`src/include/chan_mode_pkg.sv`:
```
package chan_mode_pkg;

   // ----------------------------------------
   // Channel mode encodings
   // ----------------------------------------
   typedef enum logic [3:0] {
      either_match_blocking_single    = 4'h0,
      either_match_blocking_double    = 4'h1,
      either_match_nonblocking_single = 4'h2,
      either_match_nonblocking_double = 4'h3,
      match2_request_single           = 4'h4,
      match2_request_double           = 4'h5,
      both_match_single               = 4'h6,
      both_match_double               = 4'h7,
      ordered_match2_single           = 4'h8,
      ordered_match2_double           = 4'h9,
      single_match_single             = 4'hA,
      single_match_double             = 4'hB,
      single_match_enhanced           = 4'hC
   } chan_mode_e;

   // ----------------------------------------
   // Reset values
   // ----------------------------------------
   localparam logic [3:0] MODE_RST = 4'h0;
   localparam int TB_W = 24;
   localparam logic [23:0] CAP_RST = 24'h00_0000;

   // ----------------------------------------
   // Microengine channel operations
   // ----------------------------------------
   typedef struct packed {
      logic mode_we;
      logic [3:0] mode;
      logic match1_write;
      logic match2_write;
      logic clr_match_flag_a;
      logic clr_match_flag_b;
      logic clr_transition_flag_a;
      logic clr_transition_flag_b;
      logic clr_match1_enable;
      logic clr_match2_enable;
   } ucode_op_s;

   // Channel status toward the microengine
   typedef struct packed {
      logic match_flag_a;
      logic match_flag_b;
      logic transition_flag_a;
      logic transition_flag_b;
      logic match1_enable_latch;
      logic match2_enable_latch;
   } chan_flags_s;

endpackage : chan_mode_pkg

```
`src/rtl/timer_channel_event_mode_logic.sv`:
```
// Contract
// - Mode held per channel, changed only by a microengine mode write.
// - Single-transition: first transition sets flag A, requests, captures both bases.
// - Single-transition: second transition sets flag B, no request, captures base 2.
// - Double-transition: second transition requests; each captures its own base.
// - Second transition armed only once transition flag A is set.
// - Match captures never overwrite transition captures, except an enhanced-mode unfiltered edge capture in capture 2.
// - Each match clears its own enable; blocking only through enables.
// - Single: first transition blocks both matches; double: second blocks match 2.
// - Either-blocking: first match blocks other, one request; simultaneous sets both.
// - Either-nonblocking: each match requests and captures independently.
// - Match2-request: transitions enabled by match 1; match 2 requests, clears enable 1.
// - Match2-request simultaneous matches: both flags set, match 2 pin action wins.
// - Both-match: no mutual blocking; request once both matches seen.
// - Both-match double: second transition blocks match 1 as well.
// - Ordered: match 2 only after match 1; match 2 requests, blocks transitions unless match 1 hits in the same cycle.
// - Single-match modes: flag B never set, match 2 enable ignored.
// - Enhanced mode captures unfiltered edge; on output acts as single-match single.
// - Either-blocking single: matches capture both bases; later transition overwrites.
// - Either-blocking double: transition A blocks match 1; B blocks match 2, requests.
// - Either-blocking double: capture 1 from transition A survives match 2.
// - Either-nonblocking single: transition sets A, blocks matches, captures, requests.
// - Transition actions only on a flag rising from 0 to 1.
// - Match value write sets its enable latch, overriding clears.
module timer_channel_event_mode_logic (
   // Clock and reset
   input wire logic clock_i,
   input wire logic sys_rst_i,
   // Microengine operations
   input wire chan_mode_pkg::ucode_op_s ucode_op_i,
   // Raw event detections
   input wire logic match1_hit_i,
   input wire logic match2_hit_i,
   input wire logic edge1_hit_i,
   input wire logic edge2_hit_i,
   input wire logic raw_edge_hit_i,
   input wire logic output_channel_i,
   // Pin action selects and time base selectors
   input wire logic [2:0] match1_pin_action_i,
   input wire logic [2:0] match2_pin_action_i,
   input wire logic capture1_timebase_select_i,
   input wire logic capture2_timebase_select_i,
   // Time bases
   input wire logic [chan_mode_pkg::TB_W-1:0] tcr1_i,
   input wire logic [chan_mode_pkg::TB_W-1:0] tcr2_i,
   // Status and results
   output chan_mode_pkg::chan_flags_s flags_o,
   output logic [3:0] channel_mode_select_o,
   output logic [chan_mode_pkg::TB_W-1:0] capture1_o,
   output logic [chan_mode_pkg::TB_W-1:0] capture2_o,
   output logic [2:0] pin_action_o,
   output logic pin_action_valid_o,
   output logic match_request_o,
   output logic transition_request_o
);

   // ----------------------------------------
   // State
   // ----------------------------------------
   chan_mode_pkg::chan_mode_e mode_r;
   logic mfa_r;
   logic mfb_r;
   logic tfa_r;
   logic tfb_r;
   logic me1_r;
   logic me2_r;
   logic tr_en_r;
   logic [chan_mode_pkg::TB_W-1:0] cap1_r, cap2_r;
   logic [2:0] pin_r;
   logic pin_v_r, mreq_r, treq_r;

   // ----------------------------------------
   // Mode classification
   // ----------------------------------------
   logic is_dt, is_emb, is_emnb, is_m2, is_bm, is_ord, is_sm, is_enh;
   always_comb begin
      is_dt = 1'b0;
      is_emb = 1'b0;
      is_emnb = 1'b0;
      is_m2 = 1'b0;
      is_bm = 1'b0;
      is_ord = 1'b0;
      is_sm = 1'b0;
      case (mode_r)
         chan_mode_pkg::either_match_blocking_single: begin
            is_emb = 1'b1;
         end
         chan_mode_pkg::either_match_blocking_double: begin
            is_emb = 1'b1;
            is_dt = 1'b1;
         end
         chan_mode_pkg::either_match_nonblocking_single: begin
            is_emnb = 1'b1;
         end
         chan_mode_pkg::either_match_nonblocking_double: begin
            is_emnb = 1'b1;
            is_dt = 1'b1;
         end
         chan_mode_pkg::match2_request_single: begin
            is_m2 = 1'b1;
         end
         chan_mode_pkg::match2_request_double: begin
            is_m2 = 1'b1;
            is_dt = 1'b1;
         end
         chan_mode_pkg::both_match_single: begin
            is_bm = 1'b1;
         end
         chan_mode_pkg::both_match_double: begin
            is_bm = 1'b1;
            is_dt = 1'b1;
         end
         chan_mode_pkg::ordered_match2_single: begin
            is_ord = 1'b1;
         end
         chan_mode_pkg::ordered_match2_double: begin
            is_ord = 1'b1;
            is_dt = 1'b1;
         end
         chan_mode_pkg::single_match_single: begin
            is_sm = 1'b1;
         end
         chan_mode_pkg::single_match_double: begin
            is_sm = 1'b1;
            is_dt = 1'b1;
         end
         chan_mode_pkg::single_match_enhanced: begin
            is_sm = 1'b1;
         end
      endcase
      is_enh = (mode_r == chan_mode_pkg::single_match_enhanced) && !output_channel_i;
   end

   // ----------------------------------------
   // Event qualification
   // ----------------------------------------
   logic m1_ev, m2_ev, t1_set, t2_set, t1_ev, t2_ev;
   logic tr_allowed;
   always_comb begin
      m1_ev = match1_hit_i && me1_r;
      // Ordered modes need match 1 first; single-match modes ignore match 2
      m2_ev = match2_hit_i && me2_r && !is_sm && !(is_ord && !mfa_r);
      tr_allowed = tr_en_r;
      t1_set = edge1_hit_i && tr_allowed;
      t2_set = edge2_hit_i && tr_allowed && tfa_r;
      t1_ev = t1_set && !tfa_r;
      t2_ev = t2_set && !tfb_r;
   end

   // ----------------------------------------
   // Mode write decode
   // ----------------------------------------
   logic mode_wr_ok;
   logic mode_wr_gated;
   always_comb begin
      mode_wr_ok = ucode_op_i.mode_we && (ucode_op_i.mode <= chan_mode_pkg::single_match_enhanced);
      mode_wr_gated = (ucode_op_i.mode == chan_mode_pkg::match2_request_single) ||
                      (ucode_op_i.mode == chan_mode_pkg::match2_request_double) ||
                      (ucode_op_i.mode == chan_mode_pkg::ordered_match2_single) ||
                      (ucode_op_i.mode == chan_mode_pkg::ordered_match2_double);
   end

   // ----------------------------------------
   // Mode register
   // ----------------------------------------
   always_ff @(posedge clock_i) begin
      if (sys_rst_i) begin
         mode_r <= chan_mode_pkg::chan_mode_e'(chan_mode_pkg::MODE_RST);
      end else if (mode_wr_ok) begin
         mode_r <= chan_mode_pkg::chan_mode_e'(ucode_op_i.mode);
      end
   end

   // ----------------------------------------
   // Flags (set wins over clear)
   // ----------------------------------------
   always_ff @(posedge clock_i) begin
      if (sys_rst_i) begin
         mfa_r <= 1'b0;
         mfb_r <= 1'b0;
         tfa_r <= 1'b0;
         tfb_r <= 1'b0;
      end else begin
         mfa_r <= m1_ev | (mfa_r & ~ucode_op_i.clr_match_flag_a);
         mfb_r <= m2_ev | (mfb_r & ~ucode_op_i.clr_match_flag_b);
         tfa_r <= t1_ev | (tfa_r & ~ucode_op_i.clr_transition_flag_a);
         tfb_r <= t2_ev | (tfb_r & ~ucode_op_i.clr_transition_flag_b);
      end
   end

   // ----------------------------------------
   // Match enable latches
   // ----------------------------------------
   logic blk1, blk2;
   always_comb begin
      blk1 = m1_ev;
      blk2 = m2_ev;
      if (is_emb) begin
         blk1 = blk1 | m2_ev;
         blk2 = blk2 | m1_ev;
      end
      if (is_m2) begin
         blk1 = blk1 | m2_ev;
      end
      if (!is_dt) begin
         blk1 = blk1 | t1_ev;
         blk2 = blk2 | t1_ev;
      end else begin
         blk2 = blk2 | t2_ev;
         if (is_bm) begin
            blk1 = blk1 | t2_ev;
         end else begin
            blk1 = blk1 | t1_ev;
         end
      end
      blk1 = blk1 | ucode_op_i.clr_match1_enable;
      blk2 = blk2 | ucode_op_i.clr_match2_enable;
   end

   always_ff @(posedge clock_i) begin
      if (sys_rst_i) begin
         me1_r <= 1'b0;
         me2_r <= 1'b0;
      end else begin
         me1_r <= ucode_op_i.match1_write | (me1_r & ~blk1);
         me2_r <= ucode_op_i.match2_write | (me2_r & ~blk2);
      end
   end

   // ----------------------------------------
   // Transition enable
   // ----------------------------------------
   always_ff @(posedge clock_i) begin
      if (sys_rst_i) begin
         tr_en_r <= 1'b1;
      end else if (mode_wr_ok) begin
         tr_en_r <= !mode_wr_gated;
      end else if ((is_m2 || is_ord) && m1_ev) begin
         tr_en_r <= 1'b1;
      end else if (is_ord && m2_ev) begin
         tr_en_r <= 1'b0;
      end
   end

   // ----------------------------------------
   // Captures
   // ----------------------------------------
   logic [chan_mode_pkg::TB_W-1:0] sel1, sel2;
   logic tc1, tc2, mc1, mc2, both_on_m;
   always_comb begin
      sel1 = capture1_timebase_select_i ? tcr2_i : tcr1_i;
      sel2 = capture2_timebase_select_i ? tcr2_i : tcr1_i;
      tc1 = 1'b0;
      tc2 = 1'b0;
      if (is_enh) begin
         tc1 = t1_ev;
         tc2 = raw_edge_hit_i && !tfa_r;
      end else if (!is_dt) begin
         tc1 = t1_ev;
         tc2 = t1_ev | t2_ev;
      end else begin
         tc1 = t1_ev;
         tc2 = t2_ev;
      end
      both_on_m = (is_emb && !is_dt) || is_sm;
      mc1 = (m1_ev || (both_on_m && m2_ev)) && !tfa_r;
      mc2 = (m2_ev || (both_on_m && m1_ev)) && !tfa_r && !tfb_r;
   end

   always_ff @(posedge clock_i) begin
      if (sys_rst_i) begin
         cap1_r <= chan_mode_pkg::CAP_RST;
      end else if (tc1) begin
         cap1_r <= sel1;
      end else if (mc1) begin
         cap1_r <= sel1;
      end
   end

   always_ff @(posedge clock_i) begin
      if (sys_rst_i) begin
         cap2_r <= chan_mode_pkg::CAP_RST;
      end else if (tc2) begin
         cap2_r <= sel2;
      end else if (mc2) begin
         cap2_r <= sel2;
      end
   end

   // ----------------------------------------
   // Service requests and pin action
   // ----------------------------------------
   logic mreq, treq;
   always_comb begin
      treq = is_dt ? t2_ev : t1_ev;
      mreq = 1'b0;
      if (is_emb) begin
         mreq = (m1_ev | m2_ev) && !mfa_r && !mfb_r;
      end else if (is_emnb) begin
         mreq = m1_ev | m2_ev;
      end else if (is_m2 || is_ord) begin
         mreq = m2_ev;
      end else if (is_bm) begin
         mreq = (m1_ev | mfa_r) && (m2_ev | mfb_r) && (m1_ev | m2_ev);
      end else begin
         mreq = m1_ev;
      end
   end

   always_ff @(posedge clock_i) begin
      if (sys_rst_i) begin
         mreq_r <= 1'b0;
         treq_r <= 1'b0;
      end else begin
         mreq_r <= mreq;
         treq_r <= treq;
      end
   end

   always_ff @(posedge clock_i) begin
      if (sys_rst_i) begin
         pin_r <= 3'h0;
         pin_v_r <= 1'b0;
      end else begin
         pin_v_r <= m1_ev | m2_ev;
         pin_r <= m2_ev ? match2_pin_action_i : match1_pin_action_i;
      end
   end

   // ----------------------------------------
   // Outputs
   // ----------------------------------------
   always_comb begin
      flags_o.match_flag_a = mfa_r;
      flags_o.match_flag_b = mfb_r;
      flags_o.transition_flag_a = tfa_r;
      flags_o.transition_flag_b = tfb_r;
      flags_o.match1_enable_latch = me1_r;
      flags_o.match2_enable_latch = me2_r;
   end
   assign channel_mode_select_o = mode_r;
   assign capture1_o = cap1_r;
   assign capture2_o = cap2_r;
   assign pin_action_o = pin_r;
   assign pin_action_valid_o = pin_v_r;
   assign match_request_o = mreq_r;
   assign transition_request_o = treq_r;

endmodule : timer_channel_event_mode_logic

```
`config.mk`:
```
export PLATFORM = sky130hd
export DESIGN_NAME = timer_channel_event_mode_logic
export DESIGN_NICKNAME = d
export VERILOG_FILES = /design/src/include/chan_mode_pkg.sv /design/src/rtl/timer_channel_event_mode_logic.sv
export SDC_FILE = /design/constraint.sdc
export NUM_CORES = 1
export LEC_CHECK = 0
export ABC_AREA = 1
export BUFFER_PORTS_ARGS = -buffer_cell sky130_fd_sc_hd__buf_2
export CAP_MARGIN = 25
export CELL_PAD_IN_SITES_DETAIL_PLACEMENT = 2
export CELL_PAD_IN_SITES_GLOBAL_PLACEMENT = 2
export CORE_ASPECT_RATIO = 0.8
export CORE_UTILIZATION = 24
export CTS_CLUSTER_DIAMETER = 150
export DETAILED_ROUTE_END_ITERATION = 10
export GPL_TIMING_DRIVEN = 0
export HOLD_SLACK_MARGIN = 0.06
export PLACE_DENSITY = 0.9
export SYNTH_ARGS = -nofsm -noshare
export SYNTH_HDL_FRONTEND = slang
export SYNTH_SLANG_ARGS = --single-unit
```
`constraint.sdc`:
```
create_clock -name clock_i -period 1.75 [get_ports clock_i]
set_input_delay 0.35 -clock clock_i [delete_from_list [all_inputs] [get_ports clock_i]]
set_output_delay 0.35 -clock clock_i [all_outputs]
set_load 0.1 [all_outputs]
```
After elaboration in Yosys (flattened, before gate mapping)
Index checks and enable logic that the tools add are counted.

storage, ports and cells
  word-level logic and storage cells = 142
  register bits = 65
  output and inout bits = 64
  input bits = 77

cells by class
  bitwise gates (word level) = 29
  multiplexer cells = 30
  reduce and logical (&&, ||, !) cells = 52
  magnitude comparators = 1
  equality and inequality tests = 16

operator list
  kind                                           number
  two-way mux 24 bit                             6
  == test 4 bit, second input constant           7
  logical AND 1 bit                              25
  == test 4 x 3 -> 1 bit, second input constant  6
  two-way mux 1 bit                              23
  bitwise OR 1 bit                               17
  OR reduction 2 bit                             5
  zero test 1 bit                                9
  == test 4 x 2 -> 1 bit, second input constant  2
  logical OR 1 bit                               7
  AND 1 bit                                      6
  NOT 1 bit                                      6
  OR reduction 6 bit                             1
  == test 4 x 1 -> 1 bit, second input constant  1
  <= comparator 4 bit, second input constant     1
  zero test 4 bit                                1
  nonzero test 2 bit                             2
  two-way mux 3 bit                              1
  nonzero test 3 bit                             1
  OR reduction 3 bit                             1

Depth between registers and ports, before layout
  depth in word-level cells = 17
  gate-level depth with buffers = 12
  depth with buffers taken out = 11

Least setup slack after synthesis
No wires, ideal clock.

  kind = register to register
  start = register mode_r[1] (netlist: channel_mode_select_o[1])
  end = register cap1_r (netlist bit capture1_o[6])
  slack = -525 ps
  data required time = 1635 ps
  library setup time = 115 ps
  buffers on the path = 3
  arrival = 2160 ps
  stages on the path, launching flop included = 11
  clock period less this slack = 2275 ps
  path through = dfxtp_1 -> buf_4 -> nor2_2 -> nand2_2 -> nand3_2 -> o21ai_1 -> nand2_1 -> buf_4 -> buf_6 -> a21oi_1 -> nor2_1

between the ends
  longest elaborated chain between the ends = 10
  elaborated cells on any way between the ends = 30
  those cells by class = eq/ne (9); mux (4); reduce/logical (17)

RTL lines
  element                                                RTL line                                                                      RTL
  start: declaration                                     timer_channel_event_mode_logic.sv:60                                          chan_mode_pkg::chan_mode_e mode_r;
  start signal: assignment                               timer_channel_event_mode_logic.sv:168                                         mode_r <= chan_mode_pkg::chan_mode_e'(chan_mode_pkg::MODE_RST);
  start signal: assignment                               timer_channel_event_mode_logic.sv:170                                         mode_r <= chan_mode_pkg::chan_mode_e'(ucode_op_i.mode);
  == test 4 bit (tied with other cells)                  timer_channel_event_mode_logic.sv:84                                          case (mode_r)
  OR reduction 6 bit (no line) (tied with other cells)   -
  two-way mux 1 bit                                      timer_channel_event_mode_logic.sv:84
  zero test 1 bit (tied with other cells)                timer_channel_event_mode_logic.sv:265                                         both_on_m = (is_emb && !is_dt) || is_sm;
  logical AND 1 bit (tied with other cells)              timer_channel_event_mode_logic.sv:265
  logical OR 1 bit or logical AND 1 bit (tied branches)  timer_channel_event_mode_logic.sv:265, timer_channel_event_mode_logic.sv:142
  logical AND 1 bit (*)                                  timer_channel_event_mode_logic.sv:266                                         mc1 = (m1_ev || (both_on_m && m2_ev)) && !tfa_r;
  logical OR 1 bit (*)                                   timer_channel_event_mode_logic.sv:266
  logical AND 1 bit (*)                                  timer_channel_event_mode_logic.sv:266
  nonzero test 2 bit (no line) (*)                       -
  end signal: assignment                                 timer_channel_event_mode_logic.sv:272                                         cap1_r <= chan_mode_pkg::CAP_RST;
  end signal: assignment                                 timer_channel_event_mode_logic.sv:274                                         cap1_r <= sel1;
  end signal: assignment                                 timer_channel_event_mode_logic.sv:276                                         cap1_r <= sel1;
  end: declaration                                       timer_channel_event_mode_logic.sv:68                                          logic [chan_mode_pkg::TB_W-1:0] cap1_r, cap2_r;

Every way passes the cells marked *; elsewhere a longest branch is shown, timed or not.
A chain may end at the register's enable or synchronous reset.

Worst setup path after layout
  start = register mfa_r
  end = output flags_o[5] in the netlist's numbering

RTL lines
  element                   RTL line                               RTL
  start: declaration        timer_channel_event_mode_logic.sv:61   logic mfa_r;
  start signal: assignment  timer_channel_event_mode_logic.sv:184  mfa_r <= m1_ev | (mfa_r & ~ucode_op_i.clr_match_flag_a);
  end: declaration          timer_channel_event_mode_logic.sv:47   output chan_mode_pkg::chan_flags_s flags_o,

No word-level cell between the ends.

==> flow_summary.toml <==
[routing]
wl_met2_um = 6810
top_layer = "met4"
drtPass1Iterations = 4
wl_um = 15200
initialDrtViolationCount = 171
wl_per_cell_um = 16.3
vias = 4313
via_per_inst = 4.62
antenna_left = 0
drc = 0
wl_met1_um = 7560
wl_met3_um = 604

[run_status]
outcome = "complete, no violations"

[synthesis]
synth_cell_types = 27
seq_area_frac_synth_pct = 35.7
synth_nets = 664
netlist_top_cells_area = "dfxtp_1 36%, nand2_1 12%, inv_1 9.1%"
yosysMostFrequentCell = "nand2_1"
yosysWarnings = 0
synth_top_area_share_pct = 35.7
ys_top_cells_by_count = "115 x nand2_1, 88 x inv_1, 79 x nor2_1"
synth_edf_count = 0
avgSynthCellArea_um2 = 6.21
synth-async-reset-ratio_pct = 0
synth_top_cell_by_area = "dfxtp_1"
synth-main-ff-cell = "dfxtp_1"
syn_inst = 587
syn_area_um2 = 3650
synth-seq-cells = 65

[clock_network]
cts_tree = "built"
clockBufferDepth = 2
numCtsBuffers = 9
htree_levels = 3
cts_root_buffer = "clkbuf_16"
clock_latency_ps = 340
cts_sinks = 65
clkTransAtPathRegs_ps = 60

[global_routing]
antenna_found_initial = 1
grt_pass1_vias = 4417
gr-total-overflow = 0
globalRouteTotalUtil_pct = 19.2
grt_pass1_wl_um = 23300
grt_start_max_net_pins = 12

[job]
drv_cap = 0

[timing]
grt_setup_unrepaired = "true"
clock_skew_ps = 4.68
finalCritPeriodShare_pct = 95.6
worstMarginPinSlew_ps = 717
finalCriticalPeriod_ps = 1670
max_freq_mhz = 598
setup_violations = 0
hold_ws_ps = 240
hold_violations = 0
relSlewSlack_pct = 52.2
drv_slew = 0

[worst_hold_path]
worstHoldStart = "match2_pin_action_i[0]"
hold_class = "in -> reg"

[setup_path]
worstSetupPathType = "reg -> out"
end_kind = "output port"
path_cells = "buf_4 -> buf_2"
cp_slowest_cell = "dfxtp_1"
rr_startpoint = "channel_mode_select_o[1]"
crit_family = "buffers and inverters"
cp_data_required_time_ps = 1400
crit_fanout = 4
critPathArrivalTime_ps = 1320
cpPeakStageDelay_ps = 430
worstSetupStartpoint = "mfa_r"
critPathBufInv = 2
cp-start-kind = "flip-flop"

[power_and_ir_drop]
seq_power_share_pct = 27.5
leakagePower_nw = 2.68
swShare_pct = 44.0
total_power_mw = 6.44
p_sw_mw = 2.83
power_density_nw_per_um2 = 1250
power_frac_clock_pct = 32.6
intPower_mw = 3.60
vdd_ir_drop_max_mv = 0.552
comb_power_share_pct = 39.9

[cells_and_area]
final_area_um2 = 5150
n_antenna_cell = 0
drive_gt1_share_pct = 30.7
syn2layout_area_growth_pct = 41.2
fin_nets = 821
fillers = 1841

[placement]
place_congestion = 0.856
hpwl_um = 11800
io_buffers = 138
dpl-instance-area_um2 = 4580

[floorplanning]
core_um2 = 14500
die_w_um = 140
die_h_um = 112
core.rowCount = 39
ios = 141
start_util_pct = 25.1
die_area_um2 = 15700
cells in the final DEF, fill, tap and decap left out, types with 15 or more instances in the layout:
master,synthesis,layout
nand2_1,115,112
o21ai_0,57,57
dfxtp_1,65,60
a21oi_2,0,16
clkbuf_1,19,19
nor2_1,79,76
a21oi_1,60,41
buf_2,6,142
buf_4,9,15
nand3_1,56,54
inv_1,88,87
metal layers:
layer  up-vias  GRT usage [%]
met5         -              0
met4         0           5.20
met3        17           3.92
met2       106           30.2
met1      2044           26.6
li1       2146              -
timing repair:
| action | 4_1_cts | 5_1_grt |
|---|---|---|
| pin swaps | 0 | 3 |
| buffers inserted | 1 | 7 |
| hold buffers | 0 | 0 |
| setup endpoints to repair | 22 | 47 |
| gates resized for setup | 4 | 44 |
power by group through the flow:
stage | logic [mW] | clock network (mW) | registers, mW
final | 2.57 | 2.10 | 1.77
after global placement | 2.42 | 0 | 1.79
after CTS | 2.49 | 2.14 | 1.77
after floorplan | 0.756 | 0 | 2.99
after detailed placement | 2.47 | 0 | 1.80
after global routing | 2.72 | 2.21 | 1.79
state kept, by name (all words and copies together), names as in the netlist:
name / count
tr_allowed: 1
transition_request_o: 1
match_request_o: 1
capture2_o: 24
tfb_r: 1
me1_r: 1
tfa_r: 1
capture1_o: 24
channel_mode_select_o: 4
pin_action_o: 3
mfb_r: 1
pin_action_valid_o: 1
me2_r: 1
mfa_r: 1
layout make-up:
| type | instances | area [um2] | area share, % |
|---|---|---|---|
| Buffer | 43 | 285 | 5.54 |
| Clock buffer | 11 | 233 | 4.52 |
| Clock inverter | 5 | 104 | 2.02 |
| Inverter | 93 | 349 | 6.78 |
| Multi-Input combinational cell | 386 | 1880 | 36.5 |
| Sequential cell | 65 | 1320 | 25.5 |
| Tap cell | 184 | 230 | 4.47 |
| Timing Repair Buffer | 146 | 751 | 14.6 |
path summary, 6_finish.rpt:
path                                         to  slack (ps)  depth (start not counted)
worst min-delay path            pin_action_o[0]         240                          3
worst max register to register   capture2_o[16]          80                         11
worst max-delay path                 flags_o[5]          80                          2
worst min register to register            tfa_r         530                          2
through the flow:
step           cells  setup TNS [ps]  util, %  setup WS [ps]
2_1_floorplan    587               0        -           20.7
3_3_place_gp     909            -274     31.5          -51.7
4_1_cts          926               0     34.0           1.62
3_5_place_dp     909            -572     31.5          -81.4
6_report         933               0     35.4           77.7
5_1_grt          933            -230     35.4          -27.9
worst reg2reg max path: cells and delay by family, from the launching register on:
| family | cells | cell delay, ps |
|---|---|---|
| and+or+nand+nor | 6 | 530 |
| DFF | 1 | 340 |
| AOI/OAI and AO/OA | 1 | 190 |
| buffers and inverters | 4 | 500 |
cell families after synthesis:
kind of cell / Yosys count / share of synthesized area (%)
AND/OR/NAND/NOR: 261 / 30.1
buffers and inverters: 136 / 16.6
AO/OA/AOI/OAI: 124 / 17.4
flip-flops: 65 / 35.7
XOR/XNOR: 1 / 0.240
Note: power is estimated with default switching activity, not from simulation.
